## src/spmc_pkg.sv

```systemverilog
// Constants and types shared by the serial converter mode-control block.
package spmc_pkg;
  // Width of one conversion result.
  localparam int unsigned SAMPLE_W    = 12;
  // Number of leading zero bits shifted ahead of the result.
  localparam int unsigned LEAD_ZEROS  = 3;
  // Bits in one output frame, leading zeros and padding included.
  localparam int unsigned FRAME_BITS  = 16;
  // Width of the falling-edge counter; it saturates at its top value.
  localparam int unsigned EDGE_CNT_W  = 5;
  // Fewest bit-clock falls that let a select rise leave normal mode.
  localparam logic [4:0]  EDGE_MIN    = 5'h02;
  // Bit-clock falls needed, select still low, to stay in normal mode.
  localparam logic [4:0]  EDGE_KEEP   = 5'h0A;
  // Bit-clock falls after which the output returns to high impedance.
  localparam logic [4:0]  EDGE_LAST   = 5'h10;
  // Bit-clock cycles in a wake-up frame after which power-up is complete.
  localparam logic [4:0]  EDGE_POWER  = 5'h10;
  // Top value of the saturating edge counter.
  localparam logic [4:0]  EDGE_SAT    = 5'h1F;
  // Depth of the result buffer between the converter core and the shifter.
  localparam int unsigned BUF_DEPTH   = 2;
  // Mode after reset; the real part may wake in either mode.
  localparam logic [1:0]  RESET_MODE  = 2'h0;

  // Operating modes of the converter.
  typedef enum logic [1:0] {
    SPMC_SHUTDOWN = 2'b00,
    SPMC_WAKING   = 2'b01,
    SPMC_NORMAL   = 2'b10
  } spmc_mode_e;
endpackage

```

## src/spmc_ctrl.sv

```systemverilog
// Mode control and serial result shifter of a 12-bit sampling converter.
// Contract
// - Select rise at falls 2..9 enters shutdown.
// - Early rise aborts conversion, output goes idle.
// - Rise before second fall keeps normal mode.
// - Select fall in shutdown starts power-up.
// - Wake frame ended before tenth fall: shutdown.
// - Powered up after sixteen wake-frame cycles.
// - Mode after power-on is unknown.
// - Analog circuitry off during shutdown.
// - Shift three zeros then twelve bits, MSB first.
// - Select fall samples input, enables output.
// - Output idle after sixteenth fall or select rise.
// - Late rise truncates output, mode stays normal.
`timescale 1ns/100ps
module spmc_ctrl
  import spmc_pkg::*;
(
  // Clock and reset.
  input  wire logic                         clk,
  input  wire logic                         srst,
  // Serial link pins from the host.
  input  wire logic                         conversion_select_n,
  input  wire logic                         serial_bit_clock,
  // Serial result pin, as data and output enable.
  output logic                              serial_result_out,
  output logic                              serial_result_oe,
  // Results from the converter core.
  input  wire logic [spmc_pkg::SAMPLE_W-1:0] conv_data,
  input  wire logic                         conv_valid,
  output logic                              conv_ready,
  // Controls and status towards the analog core.
  output logic                              sample_hold,
  output logic                              analog_power_en,
  output logic                              powered_up,
  output logic                              mode_normal,
  output logic                              result_dummy
);
  import spmc_pkg::*;

  logic [2:0]            cs_sync_reg;    // Select synchroniser and edge stage.
  logic [2:0]            sclk_sync_reg;  // Bit clock synchroniser and edge stage.
  logic                  cs_fall;        // Select went low.
  logic                  cs_rise;        // Select went high.
  logic                  sclk_fall;      // Bit clock fell while selected.
  logic                  in_frame_reg;   // Select is low after a seen fall.
  logic [EDGE_CNT_W-1:0] edge_cnt_reg;   // Bit-clock falls in this frame.
  logic [EDGE_CNT_W-1:0] edge_cnt_next;  // Count after this cycle's fall.
  spmc_mode_e            mode_reg;       // Present operating mode.
  logic [FRAME_BITS-1:0] shift_reg;      // Output word, MSB on the pin.
  logic [SAMPLE_W-1:0]   buf_data;       // Oldest buffered result.
  logic                  buf_valid;      // A result is waiting.
  logic [1:0]            buf_level;      // Words held by the buffer now.
  logic [1:0]            buf_level_next; // Words held after this cycle.
  logic                  core_push;      // Core hands over a word this cycle.
  logic                  core_pop;       // Shifter takes the oldest word.
  logic                  buf_in_ready;   // Buffer can take a result.

  // Only stage 0 feeds stage 1; edges are read from stages 1 and 2.
  always_ff @(posedge clk) begin
    if (srst) begin
      cs_sync_reg   <= 3'h7;
      sclk_sync_reg <= 3'h7;
    end else begin
      cs_sync_reg   <= {cs_sync_reg[1:0], conversion_select_n};
      sclk_sync_reg <= {sclk_sync_reg[1:0], serial_bit_clock};
    end
  end

  assign cs_fall   = cs_sync_reg[2] && !cs_sync_reg[1];
  assign cs_rise   = !cs_sync_reg[2] && cs_sync_reg[1];
  assign sclk_fall = in_frame_reg && sclk_sync_reg[2] && !sclk_sync_reg[1];

  // The counter saturates so that an idle-low select never wraps to a
  // small count and fakes a short frame.
  always_comb begin
    edge_cnt_next = edge_cnt_reg;
    if (sclk_fall && (edge_cnt_reg != EDGE_SAT)) begin
      edge_cnt_next = edge_cnt_reg + 1'b1;
    end
  end

  // Frame tracking and falling-edge count.
  always_ff @(posedge clk) begin
    if (srst) begin
      in_frame_reg <= 1'b0;
      edge_cnt_reg <= '0;
    end else if (cs_fall) begin
      in_frame_reg <= 1'b1;
      edge_cnt_reg <= '0;
    end else if (cs_rise) begin
      in_frame_reg <= 1'b0;
    end else begin
      edge_cnt_reg <= edge_cnt_next;
    end
  end

  // Mode decision: a select fall in shutdown starts waking; the select rise decides from the edge count.
  always_ff @(posedge clk) begin
    if (srst) begin
      mode_reg <= spmc_mode_e'(RESET_MODE);
    end else if (cs_fall) begin
      if (mode_reg == SPMC_SHUTDOWN) begin
        mode_reg <= SPMC_WAKING;
      end
    end else if (cs_rise) begin
      if (edge_cnt_reg >= EDGE_KEEP) begin
        mode_reg <= SPMC_NORMAL;
      end else if ((edge_cnt_reg < EDGE_MIN) && (mode_reg == SPMC_NORMAL)) begin
        mode_reg <= SPMC_NORMAL;
      end else begin
        mode_reg <= SPMC_SHUTDOWN;
      end
    end
  end

  // Power state; a waking frame is fully powered after its sixteenth cycle.
  always_ff @(posedge clk) begin
    if (srst) begin
      analog_power_en <= 1'b0;
      powered_up      <= 1'b0;
      mode_normal     <= 1'b0;
    end else begin
      analog_power_en <= (mode_reg != SPMC_SHUTDOWN);
      mode_normal     <= (mode_reg == SPMC_NORMAL);
      if (mode_reg == SPMC_NORMAL) begin
        powered_up <= 1'b1;
      end else if (mode_reg == SPMC_SHUTDOWN) begin
        powered_up <= 1'b0;
      end else if (edge_cnt_reg >= EDGE_POWER) begin
        powered_up <= 1'b1;
      end
    end
  end

  // Result buffer; the core sees back-pressure through conv_ready.
  spmc_buf #(
    .W (SAMPLE_W),
    .D (BUF_DEPTH)
  ) spmc_buf_i (
    .clk       (clk),
    .srst      (srst),
    .in_data   (conv_data),
    .in_valid  (core_push),
    .in_ready  (buf_in_ready),
    .out_data  (buf_data),
    .out_valid (buf_valid),
    .out_ready (cs_fall)
  );

  // The buffer only takes what the core sees taken, so no word is doubled.
  assign core_push = conv_valid && conv_ready;
  // A select fall pops the oldest word whenever one is held.
  assign core_pop  = buf_valid && cs_fall;

  // Fill level rebuilt from the buffer's flags; with two entries, valid and
  // ready together mean exactly one word is held.
  always_comb begin
    buf_level = 2'h0;
    if (buf_valid) begin
      buf_level = buf_in_ready ? 2'h1 : 2'h2;
    end
    buf_level_next = buf_level + {1'b0, core_push} - {1'b0, core_pop};
  end

  // Ready is a register that predicts room for the next cycle. This keeps
  // the core's handshake free of logic paths, at the price of a small adder.
  always_ff @(posedge clk) begin
    if (srst) begin
      conv_ready <= 1'b0;
    end else begin
      conv_ready <= (buf_level_next < 2'(BUF_DEPTH));
    end
  end

  // Sample strobe and dummy marker, both taken at the select fall.
  always_ff @(posedge clk) begin
    if (srst) begin
      sample_hold  <= 1'b0;
      result_dummy <= 1'b0;
    end else begin
      sample_hold <= cs_fall;
      if (cs_fall) begin
        result_dummy <= (mode_reg == SPMC_SHUTDOWN);
      end
    end
  end

  // Output shifter. The first zero is on the pin from the select fall;
  // each bit-clock fall moves the next bit up. With no buffered result
  // the frame carries zeros rather than a stale word.
  always_ff @(posedge clk) begin
    if (srst) begin
      shift_reg        <= '0;
      serial_result_oe <= 1'b0;
    end else if (cs_fall) begin
      shift_reg        <= {{LEAD_ZEROS{1'b0}},
                           (buf_valid ? buf_data : {SAMPLE_W{1'b0}}),
                           {(FRAME_BITS - LEAD_ZEROS - SAMPLE_W){1'b0}}};
      serial_result_oe <= 1'b1;
    end else if (cs_rise) begin
      serial_result_oe <= 1'b0;
    end else if (sclk_fall) begin
      shift_reg <= {shift_reg[FRAME_BITS-2:0], 1'b0};
      if (edge_cnt_next >= EDGE_LAST) begin
        serial_result_oe <= 1'b0;
      end
    end
  end
  assign serial_result_out = shift_reg[FRAME_BITS-1];
endmodule

```

## src/spmc_buf.sv

```systemverilog
// Two-entry result buffer with valid and ready on both sides.
`timescale 1ns/100ps
module spmc_buf #(
  parameter int unsigned W = 12,
  parameter int unsigned D = 2
) (
  // Clock and reset.
  input  wire logic         clk,
  input  wire logic         srst,
  // Filling side.
  input  wire logic [W-1:0] in_data,
  input  wire logic         in_valid,
  output logic              in_ready,
  // Draining side.
  output logic [W-1:0]      out_data,
  output logic              out_valid,
  input  wire logic         out_ready
);
  localparam int unsigned AW = (D > 1) ? $clog2(D) : 1;

  logic [W-1:0]  mem_reg [D];   // Storage, addressed by pointer.
  logic [AW-1:0] wr_ptr_reg;    // Next slot to write.
  logic [AW-1:0] rd_ptr_reg;    // Oldest slot.
  logic [AW:0]   count_reg;     // Entries held.
  logic          push;          // Word accepted this cycle.
  logic          pop;           // Word drained this cycle.

  assign push      = in_valid && in_ready;
  assign pop       = out_valid && out_ready;
  assign in_ready  = (count_reg != D[AW:0]);
  assign out_valid = (count_reg != '0);
  assign out_data  = mem_reg[rd_ptr_reg];

  // Pointers wrap at the depth, which need not be a power of two.
  always_ff @(posedge clk) begin
    if (srst) begin
      wr_ptr_reg <= '0;
      rd_ptr_reg <= '0;
      count_reg  <= '0;
    end else begin
      if (push) begin
        mem_reg[wr_ptr_reg] <= in_data;
        wr_ptr_reg <= (wr_ptr_reg == AW'(D - 1)) ? '0 : wr_ptr_reg + 1'b1;
      end
      if (pop) begin
        rd_ptr_reg <= (rd_ptr_reg == AW'(D - 1)) ? '0 : rd_ptr_reg + 1'b1;
      end
      // Simultaneous push and pop leave the count unchanged.
      if (push && !pop) begin
        count_reg <= count_reg + 1'b1;
      end else if (pop && !push) begin
        count_reg <= count_reg - 1'b1;
      end
    end
  end
endmodule

```

## config.mk

```make
export PLATFORM = sky130hd
export DESIGN_NAME = spmc_ctrl
export DESIGN_NICKNAME = d
export VERILOG_FILES = /design/src/spmc_pkg.sv /design/src/spmc_ctrl.sv /design/src/spmc_buf.sv
export SDC_FILE = /design/constraint.sdc
export NUM_CORES = 1
export LEC_CHECK = 0
export ABC_CLOCK_PERIOD_IN_PS = 2100
export BUFFER_PORTS_ARGS = -buffer_cell sky130_fd_sc_hd__buf_2
export CAP_MARGIN = 20
export CORE_MARGIN = 5
export CORE_UTILIZATION = 40
export DETAILED_ROUTE_END_ITERATION = 10
export GPL_TIMING_DRIVEN = 0
export PLACE_DENSITY = 0.7
export SLEW_MARGIN = 5
export SYNTH_ARGS = -nofsm -noshare
export SYNTH_HDL_FRONTEND = slang
export SYNTH_SLANG_ARGS = --single-unit
export TNS_END_PERCENT = 30
```

## constraint.sdc

```tcl
create_clock -name clk -period 2.1 [get_ports clk]
set_input_delay 0.42 -clock clk [delete_from_list [all_inputs] [get_ports clk]]
set_output_delay 0.42 -clock clk [all_outputs]
set_load 0.02 [all_outputs]
```

==> run_results.csv, run 1 <==
group,metric,value,unit
run_status,status,"complete, no violations",
timing,hold_violations,0,
placement,place_hpwl,3377,um
worst_setup_path,arrival,2190,ps
floorplanning,ios,25,
route,vias,1802,
worst_setup_path,path_max_fanout,10,
global_route,grt_pass1_vias,1867,
clock_tree,cts_root_buf,"clkbuf_8",
power,vdd_drop_max,0.3639,mV
logic_synthesis,synth-seq-area-share,0.5704,
floorplanning,core_region_area,6681,sq um
clock_tree,clk_pin_slew,70,ps
worst_setup_path,crit_path_start,"edge_cnt_reg[0]$_SDFFE_PP0N_",
global_route,antenna_found_initial,0,
run,drv_cap,0,
route,routed_wl,4885,um
clock_tree,clockBufferDepth,2,
placement,place_inst,340,
worst_setup_path,worstPathRequired,2320,ps
power,p_per_area,889.1,nW/um^2
timing,setup-tns-final,0,ps
worst_setup_path,critPathKind,"register to register",
logic_synthesis,avgSynthCellArea,11.45,sq um
timing,final-setup-viol-count,0,
route,vias_per_cell,5.076,
clock_tree,numCtsBuffers,9,
power,p_leak,1.181,nW
route,wl_per_cell,13.76,um
timing,grt_setup_unrepaired,"no",
clock_tree,cts_tree,"done",
logic_synthesis,synth_warnings,0,
worst_setup_path,crit_path_end_kind,"register",
logic_synthesis,syn-num-nets,260,
placement,globalplace.congestion,0.7688,
finish,stdcell_count,355,
finish,antennaDiodeCount,0,
timing,worst_pin_slew,712.1,ps
logic_synthesis,ys_ff_latch,65,
floorplanning,rows,30,
route,drt-pass1-iter-count,4,
logic_synthesis,synth-edff-count,24,
logic_synthesis,syn-cell-area,2703,sq um
global_route,grt_usage,0.1289,
timing,fin_crit,1962,ps
route,drtIter0Drc,75,
clock_tree,clock_latency,330,ps
logic_synthesis,synthTopCellsByCount,"dfxtp_1, edfxtp_1, a21oi_1",
placement,port_buffers,23,
floorplanning,die_w,92.20,um
clock_tree,hold_buffers,0,
worst_setup_path,reg2reg_from,"edge_cnt_reg[0]$_SDFFE_PP0N_",
timing,fin_crit_sh,0.9342,
finish,syn_to_final_growth,16.57,%
finish,fillers,639,
finish,finalNetCount,294,
logic_synthesis,async_reset_ff_frac,0,
floorplanning,die_y,92.20,um
global_route,grt_pass1_wl,8542,um
route,highest_layer,"met4",
clock_tree,cts_num_sinks,65,
floorplanning,die_area,8500,sq um
route,antenna_left,0,
global_route,grt_overflow,0,
route,wl_met2,2249,um
finish,layout-drive-gt1-share,0.2800,
logic_synthesis,synth_cell_type_count,39,
logic_synthesis,yosysTopAreaCell,"dfxtp_1",
timing,fin_skew,9.950,ps
logic_synthesis,syn_inst,236,
timing,max_slew_margin,0.5253,
logic_synthesis,synth_most_common_cell,"dfxtp_1",
global_route,grt_max_degree,13,
timing,max_freq,509.7,MHz
worst_setup_path,critical_path.startpoint_type,"register",
route,met3_length,209,um
hold_path,hp-class,"input pin to register",
route,met1Wirelength,2336,um
clock_tree,htree_levels,3,
hold_path,holdCritStartpoint,"conversion_select_n",
floorplanning,start_util,0.4045,
route,drt_drc_violations_left,0,
logic_synthesis,synth_top_area_share,0.3037,
timing,slew_viol_final,0,
finish,largest_register_ffs,24,
logic_synthesis,ys_top_cells_by_area,"dfxtp_1, edfxtp_1, mux2_2",
timing,whs,264.3,ps
logic_synthesis,synthFlopType,"dfxtp_1",
clock_tree,cts_setup_buffers,0,
-- worst paths after layout --
path,slack (ps),endpoint,depth (start not counted)
worst min register to register,410,cs_sync_reg[1]$_SDFF_PP1_,1
worst max register to register,140,serial_result_oe$_SDFFE_PP0P_,7
worst max-delay path,140,serial_result_oe$_SDFFE_PP0P_,7
worst min-delay path,260,cs_sync_reg[0]$_SDFF_PP1_,2
-- cell families after synthesis --
logic type | share of synthesized area
adder cells (fa/ha/maj) | 0.03241
flip-flops | 0.5704
multiplexers | 0.06528
AND/OR/NAND/NOR | 0.1560
AO/OA/AOI/OAI | 0.1287
XOR/XNOR | 0.009724
buffers and inverters | 0.03750
-- power breakdown --
group | switching (mW) | total, mW | internal [mW]
clock network | 0.434 | 1.10 | 0.664
logic | 0.157 | 0.287 | 0.129
registers | 0.0404 | 1.42 | 1.38
-- metal layers --
metal | vias up | track usage
met5 | - | 0
met3 | 12 | 0.03692
met2 | 31 | 0.2013
met1 | 845 | 0.1616
met4 | 0 | 0.06683
li1 | 914 | -
-- timing repair --
item,4_1_cts,5_1_grt
gates resized for setup,3,2
pin swaps,0,0
endpoints found under the setup margin,1,13
endpoints found under the hold margin,0,0
cloned,0,0
-- area by class of cell --
cell class / count / area, sq um / area share
repair buffers: 24 / 122.6 / 0.03892
plain buffers: 14 / 76.32 / 0.02423
well taps: 80 / 100.1 / 0.03177
flip-flops and latches: 65 / 1541 / 0.4893
inverters: 6 / 22.52 / 0.007149
clock buffers: 12 / 135.1 / 0.04289
clock inverters: 4 / 68.82 / 0.02184
multi-input cells: 150 / 1084 / 0.3439
-- through the flow --
step           instance area, sq um  utilization  setup WS, ps  total power [mW]
2_1_floorplan                  2708            -        -84.04             1.644
3_3_place_gp                   2923       0.4375        -713.5             1.712
3_5_place_dp                   2935       0.4393        -111.5             1.723
4_1_cts                        3149       0.4713         21.58             2.825
5_1_grt                        3151       0.4715         4.597             2.938
6_report                       3151       0.4715         138.2             2.801
-- worst max-delay path, cell delays in order (launching register included) --
cell and delay, ps:
dfxtp_1 350, ha_1 230, and3_1 180, ha_1 160, buf_2 170, mux2i_1 140
o31ai_1 260, mux2_2 370
-- cells in the final DEF, fill, tap and decap left out, types with 2 or more instances in the layout --
cell type	count
mux2i_1	3
nand3b_1	2
dfxtp_1	41
nor2b_1	15
o21ai_0	7
or3_1	5
a21oi_1	22
bufinv_16	2
or2_2	8
nor2_1	11
edfxtp_1	24
clkbuf_1	10
mux2_2	13
buf_2	27
clkbuf_8	9
o31ai_1	3
xor2_1	2
nand2b_1	2
nand2_1	8
a211oi_2	10
inv_1	6
nor3_1	13
ha_1	7
buf_6	2
(Power assumes the default switching activity.)
==> inputs of run 2 (changes only) <==
--- a/config.mk
+++ b/config.mk
@@ -12,9 +12,10 @@
 export CORE_UTILIZATION = 40
 export DETAILED_ROUTE_END_ITERATION = 10
 export GPL_TIMING_DRIVEN = 0
-export PLACE_DENSITY = 0.7
+export PLACE_DENSITY = 0.69
 export SLEW_MARGIN = 5
 export SYNTH_ARGS = -nofsm -noshare
 export SYNTH_HDL_FRONTEND = slang
+export SYNTH_HIERARCHICAL = 1
 export SYNTH_SLANG_ARGS = --single-unit
 export TNS_END_PERCENT = 30
==> run 2 against run 1 <==
Area after synthesis increased by 4.4%. Combinational power decreased by 21%. Total power decreased by 7.8%. Clock power decreased by 11%.
==> run_results.csv, run 2 <==
group,metric,value,unit
run_status,status,"complete, no violations",
finish,stdcell_count,386,
floorplanning,die_w,93.99,um
finish,utilization,0.4773,
logic_synthesis,syn-cell-area,2821,sq um
finish,fin_area,3261,sq um
floorplanning,rows,30,
clock_tree,numCtsBuffers,9,
route,wl_met2,2424,um
placement,place_hpwl,3506,um
route,vias,1847,
floorplanning,core_region_area,6832,sq um
logic_synthesis,synth_top_area_share,0.2909,
logic_synthesis,syn-num-nets,273,
clock_tree,cts_root_buf,"clkbuf_8",
logic_synthesis,synth-edff-count,24,
timing,max_slew_margin,0.6782,
route,met1Wirelength,2335,um
logic_synthesis,synth_warnings,6,
finish,finalNetCount,309,
route,wl_per_cell,13.05,um
floorplanning,ios,25,
power,p_total,2.583,mW
route,vias_per_cell,4.785,
global_route,grt_pass1_vias,1945,
clock_tree,htree_levels,3,
finish,layout-drive-gt1-share,0.2862,
floorplanning,die_y,93.99,um
finish,largest_register_ffs,24,
clock_tree,postCtsResizedCells,0,
timing,fin_crit_sh,0.8773,
timing,fin_crit,1842,ps
route,drt_drc_violations_left,0,
route,routed_wl,5037,um
worst_setup_path,critical_path.startpoint_type,"register",
logic_synthesis,synthFlopType,"dfxtp_1",
hold_path,holdCritStartpoint,"conv_data[11]",
route,drtIter0Drc,62,
timing,max_freq,542.8,MHz
global_route,grt_max_degree,12,
timing,hold_violations,0,
floorplanning,die_area,8833,sq um
power,vdd_drop_max,0.5643,mV
logic_synthesis,synth-seq-area-share,0.5463,
route,highest_layer,"met4",
timing,final-setup-viol-count,0,
clock_tree,cts_num_sinks,65,
clock_tree,clockBufferDepth,2,
timing,slew_viol_final,0,
logic_synthesis,async_reset_ff_frac,0,
global_route,grt_overflow,0,
worst_setup_path,arrival,2070,ps
route,met3_length,203,um
timing,whs,271.3,ps
logic_synthesis,yosysTopAreaCell,"dfxtp_1",
hold_path,hp-class,"input pin to register",
logic_synthesis,ys_top_cells_by_area,"dfxtp_1, edfxtp_1, mux2_2",
logic_synthesis,synth_most_common_cell,"dfxtp_1",
logic_synthesis,syn_inst,249,
logic_synthesis,avgSynthCellArea,11.33,sq um
run,drv_cap,0,
floorplanning,start_util,0.4130,
route,drt-pass1-iter-count,4,
clock_tree,clock_latency,340,ps
worst_setup_path,cp-endpoint,"serial_result_oe$_SDFFE_PP0P_",
worst_setup_path,crit_path_end_kind,"register",
clock_tree,cts_tree,"done",
worst_setup_path,reg2regPathDepth,7,
worst_setup_path,critPathKind,"register to register",
global_route,grt_usage,0.1320,
placement,place_inst,371,
worst_setup_path,r2r_end,"serial_result_oe$_SDFFE_PP0P_",
route,antenna_left,0,
placement,port_buffers,24,
placement,dpl-instance-area,3087,sq um
logic_synthesis,synthTopCellsByCount,"dfxtp_1, edfxtp_1, a21oi_1",
worst_setup_path,r2r_setup_slack,260,ps
global_route,grt_pass1_wl,8997,um
timing,worst_pin_slew,482.7,ps
worst_setup_path,worstPathRequired,2330,ps
logic_synthesis,ys_ff_latch,65,
timing,fin_skew,9.770,ps
power,p_leak,1.249,nW
finish,most-common-layout-cells,"dfxtp_1, buf_2, edfxtp_1, a21oi_1, mux2_2",
timing,grt_setup_unrepaired,"no",
logic_synthesis,synth_cell_type_count,38,
finish,final_common_cell,"dfxtp_1",
finish,syn_to_final_growth,15.57,%
power,p_per_area,792.2,nW/um^2
finish,antennaDiodeCount,0,
worst_setup_path,path_max_fanout,10,
global_route,antenna_found_initial,0,
placement,globalplace.congestion,0.7516,
clock_tree,clk_pin_slew,70,ps
## run 2: kinds of logic after synthesis
family,synth area share
AND/OR/NAND/NOR,0.1845
flip-flops,0.5463
AO/OA/AOI/OAI,0.07229
multiplexers,0.1197
buffers and inverters,0.03370
adder cells (fa/ha/maj),0.03104
XOR/XNOR,0.01242
## run 2: worst min-delay path by stage
stage / endpoint / depth (start not counted)
3_5_place_dp: sclk_sync_reg[1]$_SDFF_PP1_ / 1
6_report: spmc_buf_i/mem_reg[0][11]$_DFFE_PP_ / 1
5_1_grt: spmc_buf_i/mem_reg[0][4]$_DFFE_PP_ / 1
4_1_cts: spmc_buf_i/mem_reg[0][4]$_DFFE_PP_ / 1
3_3_place_gp: sclk_sync_reg[1]$_SDFF_PP1_ / 1
2_1_floorplan: cs_sync_reg[1]$_SDFF_PP1_ / 1
## run 2: cell type report
cell class	count	area, sq um
fillers	648	3571
clock buffers	12	135.1
multi-input cells	163	1195
clock inverters	4	43.79
well taps	96	120.1
plain buffers	12	60.06
flip-flops and latches	65	1541
repair buffers	26	135.1
inverters	8	30.03
## run 2: through the flow
stage	worst slack (ps)	setup TNS, ps
4_1_cts	99.53	0
5_1_grt	79.53	0
2_1_floorplan	76.27	0
6_report	257.7	0
3_5_place_dp	104.2	0
3_3_place_gp	-476.5	-9896
## run 2: routing by layer
metal,up-vias,GRT usage
met5,-,0
met3,8,0.04647
met4,0,0.05054
met2,30,0.2164
li1,942,-
met1,867,0.1584
## run 2: what timing repair did
action | CTS | global route
buffers inserted | 0 | 0
setup endpoints to repair | 0 | 1
hold buffers | 0 | 0
## run 2: power breakdown
group          switching, mW  internal [mW]  leakage, nW
combinational          0.132         0.0953        0.607
sequential            0.0241           1.35        0.551
clock                  0.441          0.542       0.0918
## run 2: critical path, cell delays in order (launching register included)
cell and delay [ps]:
dfxtp_1 370, ha_1 210, and3_1 180, ha_1 160
buf_2 170, mux2i_1 130, o21ai_0 170, mux2_2 340
==> inputs of run 3 (changes only) <==
--- a/config.mk
+++ b/config.mk
@@ -13,6 +13,7 @@
 export DETAILED_ROUTE_END_ITERATION = 10
 export GPL_TIMING_DRIVEN = 0
 export PLACE_DENSITY = 0.69
+export SETUP_SLACK_MARGIN = 0.5
 export SLEW_MARGIN = 5
 export SYNTH_ARGS = -nofsm -noshare
 export SYNTH_HDL_FRONTEND = slang
==> run 3 against run 2 <==
Die area stayed put. Global-route usage is 0.18 points lower. Cell area is 5.4% higher. Critical endpoint is now spmc_buf_i/count_reg[1]$_SDFFE_PP0P_. Sequential power hardly changed. Core utilization is 2.6 points higher. Largest cell class unchanged. Highest routed layer unchanged. Non-clock buffer count is 11 higher. Routed wire length is 2.4% higher.
==> run_results.csv, run 3 (same netlist as run 2, synthesis figures left out) <==
group,metric,value,unit
run_status,status,"complete, no violations",
timing,grt_setup_unrepaired,"yes",
power,seq_power_share,0.543,
worst_setup_path,cpPeakStageDelay,380,ps
placement,place_hpwl,3382,um
clock_tree,clock_latency,330,ps
route,wl_per_cell,12.99,um
power,internal_power,1.930,mW
floorplanning,core_region_area,6832,sq um
floorplanning,die_y,93.99,um
route,drt_drc_violations_left,0,
clock_tree,hold_buffers,0,
clock_tree,cts_tree,"done",
placement,dp_slack,101.5,ps
global_route,grt_usage,0.1302,
finish,finalNetCount,320,
timing,hold_violations,0,
finish,stdcell_count,397,
timing,slew_viol_final,0,
finish,most-common-layout-cells,"dfxtp_1, buf_2, edfxtp_1, a21oi_1",
global_route,antenna_found_initial,0,
floorplanning,ios,25,
route,vias_per_cell,4.826,
worst_setup_path,critical_path.startpoint_type,"register",
timing,whs,272.0,ps
clock_tree,clk_pin_slew,60,ps
route,routed_wl,5156,um
timing,fin_skew,6.808,ps
route,vias,1916,
floorplanning,die_area,8833,sq um
global_route,grt_pass1_vias,1945,
timing,fin_ws,388.4,ps
worst_setup_path,reg2regPathDepth,7,
placement,globalplace.congestion,0.7892,
run,drv_cap,0,
placement,dpl-instance-area,3078,sq um
floorplanning,rows,30,
timing,fin_crit_sh,0.8151,
power,p_switching,0.6049,mW
timing,worst_pin_slew,490.9,ps
timing,fin_crit,1712,ps
timing,final-setup-viol-count,0,
placement,port_buffers,24,
worst_setup_path,path_max_fanout,5,
finish,antennaDiodeCount,0,
finish,largest_register_ffs,24,
hold_path,hp-class,"input pin to register",
timing,max_slew_margin,0.6727,
route,drt-pass1-iter-count,4,
power,p_comb_frac,0.104,
power,p_leak,1.313,nW
worst_setup_path,cp_common_cell,"inv_1",
worst_setup_path,cpMaxStageDelayCell,"dfxtp_1",
timing,setup-tns-final,0,ps
clock_tree,numCtsBuffers,9,
power,clock_power_share,0.353,
worst_setup_path,crit_path_end_kind,"register",
route,drtIter0Drc,60,
worst_setup_path,arrival,1980,ps
power,p_per_area,737.6,nW/um^2
route,antenna_left,0,
power,p_total,2.535,mW
global_route,grt_overflow,0,
finish,multi_input_area,1255,sq um
worst_setup_path,critPathKind,"register to register",
worst_setup_path,worstPathRequired,2370,ps
clock_tree,htree_levels,3,
finish,register_area,1548,sq um
finish,syn_to_final_growth,21.82,%
finish,layout-drive-gt1-share,0.3455,
floorplanning,die_w,93.99,um
power,vdd_drop_max,0.4368,mV
finish,fillers,645,
worst_setup_path,crit_chain,"nor2b_4, inv_1, nand2_2, inv_1, ha_1, or3_1, a21oi_1",
clock_tree,cts_num_sinks,65,
clock_tree,cts_root_buf,"clkbuf_8",
finish,utilization,0.5031,
floorplanning,start_util,0.4130,
placement,place_inst,369,
global_route,grt_max_degree,13,
power,p_sw_frac,0.2386,
finish,final_common_cell,"dfxtp_1",
clock_tree,clockBufferDepth,2,
finish,fin_area,3437,sq um
global_route,grt_pass1_wl,8714,um
hold_path,worst_hold_path.num_cells,1,
timing,max_freq,584.2,MHz
==> run 3: changes by cell type in the layout (fill, tap and decap cells not counted), moves of 2 or more <==
cell	change
dfxtp_2	+2
clkbuf_1	+2
buf_6	+2
ha_4	+2
buf_2	-2
buf_4	+8
dfxtp_1	-3
buf_12	+2
ha_1	-3
==> run 3: worst max-delay path, delay by kind of cell (launching register included) <==
kind,cells,cell delay (ps)
simple gates,3,670
buf+inv,2,130
flops,1,380
fa+ha+maj,1,330
compound gates,1,140
==> run 3: power by group through the flow <==
stage | Clock, mW | Combinational, mW | Sequential, mW
floorplan | 0 | 0.155 | 1.40
global placement | 0 | 0.225 | 1.40
detailed placement | 0 | 0.231 | 1.40
CTS | 0.923 | 0.255 | 1.38
global route | 0.989 | 0.292 | 1.38
finish | 0.894 | 0.265 | 1.38
==> run 3: repair_timing <==
action                                  in CTS  in global routing
pin swaps                                    5                  4
buffers inserted                             7                  5
cloned                                       0                  0
gates resized for setup                     21                  4
endpoints found under the setup margin      31                 31
==> run 3: final timing paths <==
path,startpoint,to,slack [ps]
max,spmc_buf_i/count_reg[1]$_SDFFE_PP0P_,spmc_buf_i/count_reg[1]$_SDFFE_PP0P_,390
min,conv_data[5],spmc_buf_i/mem_reg[1][5]$_DFFE_PP_,270
max reg2reg,spmc_buf_i/count_reg[1]$_SDFFE_PP0P_,spmc_buf_i/count_reg[1]$_SDFFE_PP0P_,390
min reg2reg,sclk_sync_reg[0]$_SDFF_PP1_,sclk_sync_reg[1]$_SDFF_PP1_,410
==> run 3: area by class of cell <==
| class | instances | area share |
|---|---|---|
| clock inverter | 1 | 0.001456 |
| buffer | 13 | 0.02548 |
| tap | 96 | 0.03495 |
| multi-input combinational | 163 | 0.3651 |
| timing repair buffer | 36 | 0.06844 |
| inverter | 8 | 0.008737 |
| sequential | 65 | 0.4503 |
| clock buffer | 15 | 0.04550 |
==> run 3: routing by layer <==
| metal | vias to the layer above | GRT usage | share of wire |
|---|---|---|---|
| met5 | - | 0 | 0 |
| met4 | 0 | 0.05415 | 0.013 |
| met3 | 6 | 0.05208 | 0.054 |
| met2 | 43 | 0.2099 | 0.47 |
| met1 | 901 | 0.1535 | 0.47 |
| li1 | 966 | - | - |
